==> src/include/mrs_pkg.sv <==
// Package: constants and carrier types of the reset sequencer
package mrs_pkg;
  // Clock rate and derived timing
  localparam int unsigned CLK_HZ          = 100_000_000;
  localparam int unsigned POR_MIN_MS      = 7;
  localparam int unsigned POR_MAX_MS      = 24;
  // Power-on interval sits at its least time, 7 ms as 700000 whole cycles
  localparam int unsigned POR_CYCLES      = POR_MIN_MS * (CLK_HZ / 1000);
  // Watchdog delays in microseconds, indexed by the two mode bits
  localparam int unsigned WD_US_0         = 6250;
  localparam int unsigned WD_US_1         = 12500;
  localparam int unsigned WD_US_2         = 25000;
  localparam int unsigned WD_US_3         = 100000;
  localparam int unsigned WD_CYC_0        = WD_US_0 * (CLK_HZ / 1_000_000);
  localparam int unsigned WD_CYC_1        = WD_US_1 * (CLK_HZ / 1_000_000);
  localparam int unsigned WD_CYC_2        = WD_US_2 * (CLK_HZ / 1_000_000);
  localparam int unsigned WD_CYC_3        = WD_US_3 * (CLK_HZ / 1_000_000);
  // Internal reset stretch and fetch delay
  localparam int unsigned RST_HOLD_CYCLES = 18;
  localparam int unsigned FETCH_DELAY     = 5;
  localparam logic [15:0] FETCH_ADDR      = 16'h000c;
  localparam int unsigned CNT_W           = 24;

  // Sequencer states, one-hot
  typedef enum logic [3:0] {
    MRS_POR   = 4'h1,
    MRS_HOLD  = 4'h2,
    MRS_WAIT  = 4'h4,
    MRS_RUN   = 4'h8
  } mrs_state_t;

  // Open-drain reset pin as three signals
  typedef struct packed {
    logic out;
    logic oe;
    logic pullup_en;
  } mrs_pin_t;

  // Core-facing start request
  typedef struct packed {
    logic        core_rst;
    logic        fetch_go;
    logic [15:0] fetch_addr;
  } mrs_core_t;
endpackage

==> src/hw/mrs_watchdog.sv <==
// Watchdog timer: counts to the selected delay, pulses on expiry
`timescale 1ns/1ns
module mrs_watchdog
  import mrs_pkg::*;
#(
  parameter int unsigned W_CYC_0 = WD_CYC_0,
  parameter int unsigned W_CYC_1 = WD_CYC_1,
  parameter int unsigned W_CYC_2 = WD_CYC_2,
  parameter int unsigned W_CYC_3 = WD_CYC_3
) (
  input  wire logic       clk_i,
  input  wire logic       arst_n_i,
  input  wire logic       enable_i,
  input  wire logic       kick_i,
  input  wire logic [1:0] watchdog_mode_reg_i,
  output logic            expire_o
);
  import mrs_pkg::*;

  typedef struct packed {
    logic [CNT_W-1:0] cnt;
    logic             expire;
  } mrs_wd_t;

  mrs_wd_t st;
  mrs_wd_t next_st;

  // Delay select from the two mode bits
  function automatic logic [CNT_W-1:0] wd_limit(input logic [1:0] sel);
    case (sel)
      2'h0:    wd_limit = CNT_W'(W_CYC_0);
      2'h1:    wd_limit = CNT_W'(W_CYC_1);
      2'h2:    wd_limit = CNT_W'(W_CYC_2);
      default: wd_limit = CNT_W'(W_CYC_3);
    endcase
  endfunction

  // Counter; a kick restarts the delay
  always_comb begin
    next_st        = st;
    next_st.expire = 1'b0;
    if (!enable_i || kick_i) begin
      next_st.cnt = '0;
    end else if (st.cnt >= wd_limit(watchdog_mode_reg_i) - 1'b1) begin
      next_st.cnt    = '0;
      next_st.expire = 1'b1;
    end else begin
      next_st.cnt = st.cnt + 1'b1;
    end
  end

  always_ff @(posedge clk_i or negedge arst_n_i) begin
    if (!arst_n_i) begin
      st <= '0;
    end else begin
      st <= next_st;
    end
  end

  assign expire_o = st.expire;
endmodule

==> src/hw/mrs_reset_seq.sv <==
// Reset sequencer: merges reset sources, drives pin, starts fetch
`timescale 1ns/1ns

// What this block does
// - Reset from power-on, watchdog or pin.
// - Power-on and watchdog pull pin low.
// - Internal pull-up keeps pin idle high.
// - After interval, pin is input only.
// - Hold internal reset 18 clocks or longer.
// - Fetch from 000C, 5-10 clocks after release.
// - Power-on interval 7 to 24 ms.
// - Two mode bits pick watchdog delay.
module mrs_reset_seq
  import mrs_pkg::*;
#(
  parameter int unsigned POR_CNT  = POR_CYCLES,
  parameter int unsigned WD_C0    = WD_CYC_0,
  parameter int unsigned WD_C1    = WD_CYC_1,
  parameter int unsigned WD_C2    = WD_CYC_2,
  parameter int unsigned WD_C3    = WD_CYC_3,
  parameter int unsigned HOLD_CNT = RST_HOLD_CYCLES
) (
  input  wire logic       clk_i,
  input  wire logic       arst_n_i,
  input  wire logic       rst_pin_n_i,
  input  wire logic       watchdog_en_i,
  input  wire logic       watchdog_kick_i,
  input  wire logic [1:0] watchdog_mode_reg_i,
  output mrs_pkg::mrs_pin_t  rst_pin_o,
  output mrs_pkg::mrs_core_t core_o
);
  import mrs_pkg::*;

  typedef struct packed {
    mrs_state_t       state;
    logic [CNT_W-1:0] cnt;
    logic             drive_low;
    logic             sync1;
    logic             sync2;
    mrs_core_t        core;
  } mrs_seq_t;

  mrs_seq_t st;
  mrs_seq_t next_st;
  logic     wd_expire;

  mrs_watchdog #(
    .W_CYC_0 (WD_C0),
    .W_CYC_1 (WD_C1),
    .W_CYC_2 (WD_C2),
    .W_CYC_3 (WD_C3)
  ) u_wd (
    .clk_i               (clk_i),
    .arst_n_i            (arst_n_i),
    .enable_i            (watchdog_en_i && st.state == MRS_RUN),
    .kick_i              (watchdog_kick_i),
    .watchdog_mode_reg_i (watchdog_mode_reg_i),
    .expire_o            (wd_expire)
  );

  // Sequencer; pin level only read through the second sync stage
  always_comb begin
    next_st               = st;
    next_st.sync1         = rst_pin_n_i;
    next_st.sync2         = st.sync1;
    next_st.core.fetch_go = 1'b0;
    case (st.state)
      MRS_POR: begin
        // Own pull-down lasts the whole power-on interval
        next_st.drive_low = 1'b1;
        next_st.core.core_rst = 1'b1;
        if (st.cnt >= CNT_W'(POR_CNT - 1)) begin
          next_st.cnt       = '0;
          next_st.drive_low = 1'b0;
          next_st.state     = MRS_HOLD;
        end else begin
          next_st.cnt = st.cnt + 1'b1;
        end
      end
      MRS_HOLD: begin
        // Stretch; pin held low restarts nothing but blocks release
        next_st.core.core_rst = 1'b1;
        if (st.cnt < CNT_W'(HOLD_CNT - 1)) begin
          next_st.cnt = st.cnt + 1'b1;
        end else if (st.sync2) begin
          next_st.cnt           = '0;
          next_st.core.core_rst = 1'b0;
          next_st.state         = MRS_WAIT;
        end
      end
      MRS_WAIT: begin
        next_st.core.core_rst = 1'b0;
        if (!st.sync2) begin
          next_st.cnt           = '0;
          next_st.core.core_rst = 1'b1;
          next_st.state         = MRS_HOLD;
        end else if (st.cnt >= CNT_W'(FETCH_DELAY - 1)) begin
          next_st.cnt             = '0;
          next_st.core.fetch_go   = 1'b1;
          next_st.core.fetch_addr = FETCH_ADDR;
          next_st.state           = MRS_RUN;
        end else begin
          next_st.cnt = st.cnt + 1'b1;
        end
      end
      MRS_RUN: begin
        if (wd_expire) begin
          // Watchdog reset reuses the power-on pull-down path
          next_st.cnt           = '0;
          next_st.drive_low     = 1'b1;
          next_st.core.core_rst = 1'b1;
          next_st.state         = MRS_POR;
        end else if (!st.sync2) begin
          next_st.cnt           = '0;
          next_st.core.core_rst = 1'b1;
          next_st.state         = MRS_HOLD;
        end
      end
      default: begin
        next_st.cnt   = '0;
        next_st.state = MRS_POR;
      end
    endcase
  end

  always_ff @(posedge clk_i or negedge arst_n_i) begin
    if (!arst_n_i) begin
      st                 <= '0;
      st.state           <= MRS_POR;
      st.drive_low       <= 1'b1;
      st.sync1           <= 1'b1;
      st.sync2           <= 1'b1;
      st.core.core_rst   <= 1'b1;
      st.core.fetch_addr <= FETCH_ADDR;
    end else begin
      st <= next_st;
    end
  end

  // Open-drain: only ever drive low, never high
  assign rst_pin_o.out       = 1'b0;
  assign rst_pin_o.oe        = st.drive_low;
  assign rst_pin_o.pullup_en = 1'b1;
  assign core_o              = st.core;
endmodule

==> config.mk <==
export PLATFORM = sky130hd
export DESIGN_NAME = mrs_reset_seq
export DESIGN_NICKNAME = d
export VERILOG_FILES = /design/src/include/mrs_pkg.sv /design/src/hw/mrs_watchdog.sv /design/src/hw/mrs_reset_seq.sv
export SDC_FILE = /design/constraint.sdc
export NUM_CORES = 1
export LEC_CHECK = 0
export BUFFER_PORTS_ARGS = -buffer_cell sky130_fd_sc_hd__buf_2
export CORE_ASPECT_RATIO = 2
export CORE_UTILIZATION = 57
export CTS_CLUSTER_DIAMETER = 120
export DETAILED_ROUTE_END_ITERATION = 16
export PLACE_DENSITY = 0.76
export SETUP_SLACK_MARGIN = 0.4
export SLEW_MARGIN = 20
export SYNTH_ARGS = -nofsm -noshare
export SYNTH_HDL_FRONTEND = slang
export SYNTH_SLANG_ARGS = --single-unit
==> constraint.sdc <==
create_clock -name clk_i -period 3.5 [get_ports clk_i]
set_input_delay 0.35 -clock clk_i [delete_from_list [all_inputs] [get_ports clk_i]]
set_output_delay 0.35 -clock clk_i [all_outputs]
set_load 0.1 [all_outputs]
==> impl_metrics.json <==
{
  "fp.dieW_um": 60.3,
  "top_usage_layer": "met2",
  "placed_cell_area_sq_mm": 0.00391,
  "worstPathRequired_ns": 3.70,
  "drive_above_1_share_pct": 11.2,
  "fp.dieArea_sq_mm": 0.00715,
  "synth_edf_count": 0,
  "finalPower_uw": 1620,
  "die_h_um": 119,
  "synthMostInstantiatedCell": "nor2_1",
  "start_kind": "primary input",
  "ys_top_cells_by_count": "55 x nor2_1, 53 x dfrtp_1, 33 x ha_1",
  "drc": 0,
  "synth_top_cell_area_share_pct": 34.2,
  "worstHoldPathType": "in2async",
  "fin_nets": 471,
  "stdcell_area_sq_mm": 0.00420,
  "synth_cell_types": 58,
  "drt_iter0_markers": 160,
  "start_util_pct": 59.0,
  "area_growth_pct": 8.23,
  "wirelength_um": 8640,
  "boundaryPins": 28,
  "outcome": "finished, final reports clean",
  "rrSetupSlack_ns": 0.92,
  "core-area_sq_mm": 0.00657,
  "netlist_instances": 422,
  "viasPerCell": 5.90,
  "crit_top_cell": "nor2_1",
  "clk_latency_ns": 0.33,
  "pwr_density_cell_mw_per_mm2": 386,
  "rows": 42,
  "ys_seq_elements": 58,
  "gr-total-overflow": 0,
  "portBuffers": 9,
  "antenna_cells": 0,
  "ir_drop_mv": 0.263,
  "min_period_ns": 2.96,
  "worstPathMaxFanout": 19,
  "cts.sinks": 58,
  "rsz0062_at_grt": "no",
  "cts.path.max_buffers": 2,
  "post_cts_buffers": 0,
  "slew_headroom_pct": 33.3,
  "crit_chain": "buf_2, inv_1, ha_2, or4b_2, nor3_2, xor2_1, nor2_1, ha_1, a21o_1, a21oi_1, or3b_2, nand3_4, nor2_1",
  "synth_top_flop_cell": "dfrtp_1",
  "arrival_ns": 3.16,
  "clock.fmax_ghz": 0.338,
  "grt.met1_usage_pct": 23.4,
  "hold_viol": 0,
  "drv_cap": 0,
  "synth_area_sq_mm": 0.00388,
  "fill_cells": 583,
  "reg2reg_to": "st[38]",
  "use_met3_pct": 5.47,
  "cp-endpoint": "u_wd.st[20]",
  "place.gp.congestion": 0.905,
  "period_share_pct": 84.6,
  "cts_buffers": 9,
  "worstMarginPinSlew_ns": 0.992,
  "multiInputGateArea_sq_mm": 0.00223,
  "worstSetupEndpointType": "flip-flop",
  "grt_pass1_wl_um": 13800,
  "synth_area_leaders": "dfrtp_1 34%, ha_1 11%, nor2_1 5.3%",
  "drv_slew": 0,
  "regArea_sq_mm": 0.00146,
  "syn_avg_cell_area_sq_um": 9.19,
  "cellLeakagePower_uw": 0.00190,
  "whs_ns": 0.0912,
  "crit_start": "watchdog_mode_reg_i[0]",
  "crit_type": "in2reg",
  "hpwl_um": 6630,
  "cts_tree": "yes",
  "route.vias.total": 3090,
  "dp.cells": 508,
  "use_met2_pct": 46.3,
  "yosysSeqAreaShare_pct": 37.6,
  "synth_largest_area_cell": "dfrtp_1",
  "finClkSkew_ns": 0.00715,
  "async_reset_ff_share_pct": 100,
  "r2r-start": "st[45]",
  "max_stage_delay_ns": 0.70,
  "r2r_cells": 6,
  "htreeDepth": 3,
  "antenna_found_initial": 0,
  "yosys_warnings": 0,
  "setup_viol": 0,
  "grt_usage_pct": 26.4,
  "slowest_stage": "or4b_2",
  "ant_nets": 0,
  "grt_pass1_vias": 3106,
  "fin_setup_tns_ns": 0,
  "grt_max_degree": 35,
  "cts-root-buf": "clkbuf_16",
  "clkSlewWorstSetupHoldPaths_ns": 0.05,
  "wl_per_cell_um": 16.5,
  "fin_cells": 524,
  "drt_pre_antenna_iters": 4,
  "cts_hold_buf": 0
}
[registers in the layout (all words and copies together), names as in the netlist]
name / count
u_wd.expire_o: 1
next_st: 1
st: 29
rst_pin_o: 1
core_o: 2
u_wd.st: 24
[layout by cell type (no fill, tap or decap), drive strengths merged, types with 13 or more instances in the layout]
| master | Yosys | final |
|---|---|---|
| buf | 29 | 13 |
| xor2 | 15 | 15 |
| clkbuf | 4 | 13 |
| nor2 | 56 | 56 |
| nand2 | 30 | 30 |
| xnor2 | 20 | 20 |
| a21oi | 14 | 14 |
| o21ai | 14 | 14 |
| conb | 2 | 20 |
| dfrtp | 53 | 53 |
| ha | 33 | 33 |
| inv | 13 | 13 |
| nor3 | 16 | 16 |
| nand3 | 17 | 17 |
[worst min path at each step]
stage	start	endpoint	slack, ns	cells past startpoint
after detailed placement	next_st[18]	st[18]	0.35	0
after floorplan	arst_n_i	core_o[16]	0.05	0
after global placement	next_st[18]	st[18]	0.35	0
after global routing	rst_pin_n_i	next_st[18]	0.11	1
after CTS	arst_n_i	st[26]	0.11	1
final	arst_n_i	st[26]	0.09	1
[routing by layer]
layer | vias up | part of all wire [%]
met5 | - | 0
met4 | 0 | 8.1
met3 | 53 | 3.0
met2 | 92 | 55
met1 | 1471 | 34
li1 | 1474 | -
[what timing repair did]
action                                  in CTS  in global routing
endpoints found under the setup margin       6                  0
resized for setup                            1                  0
endpoints found under the hold margin        0                  0
[cell type report]
| type | count | area share (%) |
|---|---|---|
| inverters | 13 | 1.16 |
| clock buffers | 13 | 6.20 |
| well taps | 88 | 2.62 |
| multi-input cells | 336 | 53.1 |
| repair buffers | 13 | 1.79 |
| flip-flops and latches | 58 | 34.7 |
| clock inverters | 3 | 0.358 |
[critical path: cells and delay by family]
family	cells	cell delay (ns)
simple gates	6	1.75
fa+ha+maj	2	0.52
buf+inv	2	0.21
compound gates	2	0.18
xor+xnor	1	0.15
[kinds of logic (layout without fill, tap and decap cells)]
logic type               after synthesis  count (layout)  share of synthesized area [%]
multiplexers                           3               3                          0.807
AND/OR/NAND/NOR                      185             185                           25.0
buffers and inverters                 46              42                           7.33
flip-flops                            58              58                           37.6
AO/OA/AOI/OAI                         60              60                           10.6
adder cells (fa/ha/maj)               33              33                           10.7
other                                  2              20                          0.194
XOR/XNOR                              35              35                           7.91
[metrics by stage]
stage / util, % / setup WS [ns]
floorplan: - / 0.433
global placement: 59.6 / 0.0440
detailed placement: 59.6 / 0.00440
CTS: 63.9 / 0.548
global route: 63.9 / 0.401
finish: 63.9 / 0.540
[power breakdown]
| group | total [uW] | internal, uW | switching, uW |
|---|---|---|---|
| combinational | 143 | 19.6 | 123 |
| clock | 800 | 513 | 287 |
| sequential | 676 | 674 | 1.70 |
(Power assumes the default switching activity.)
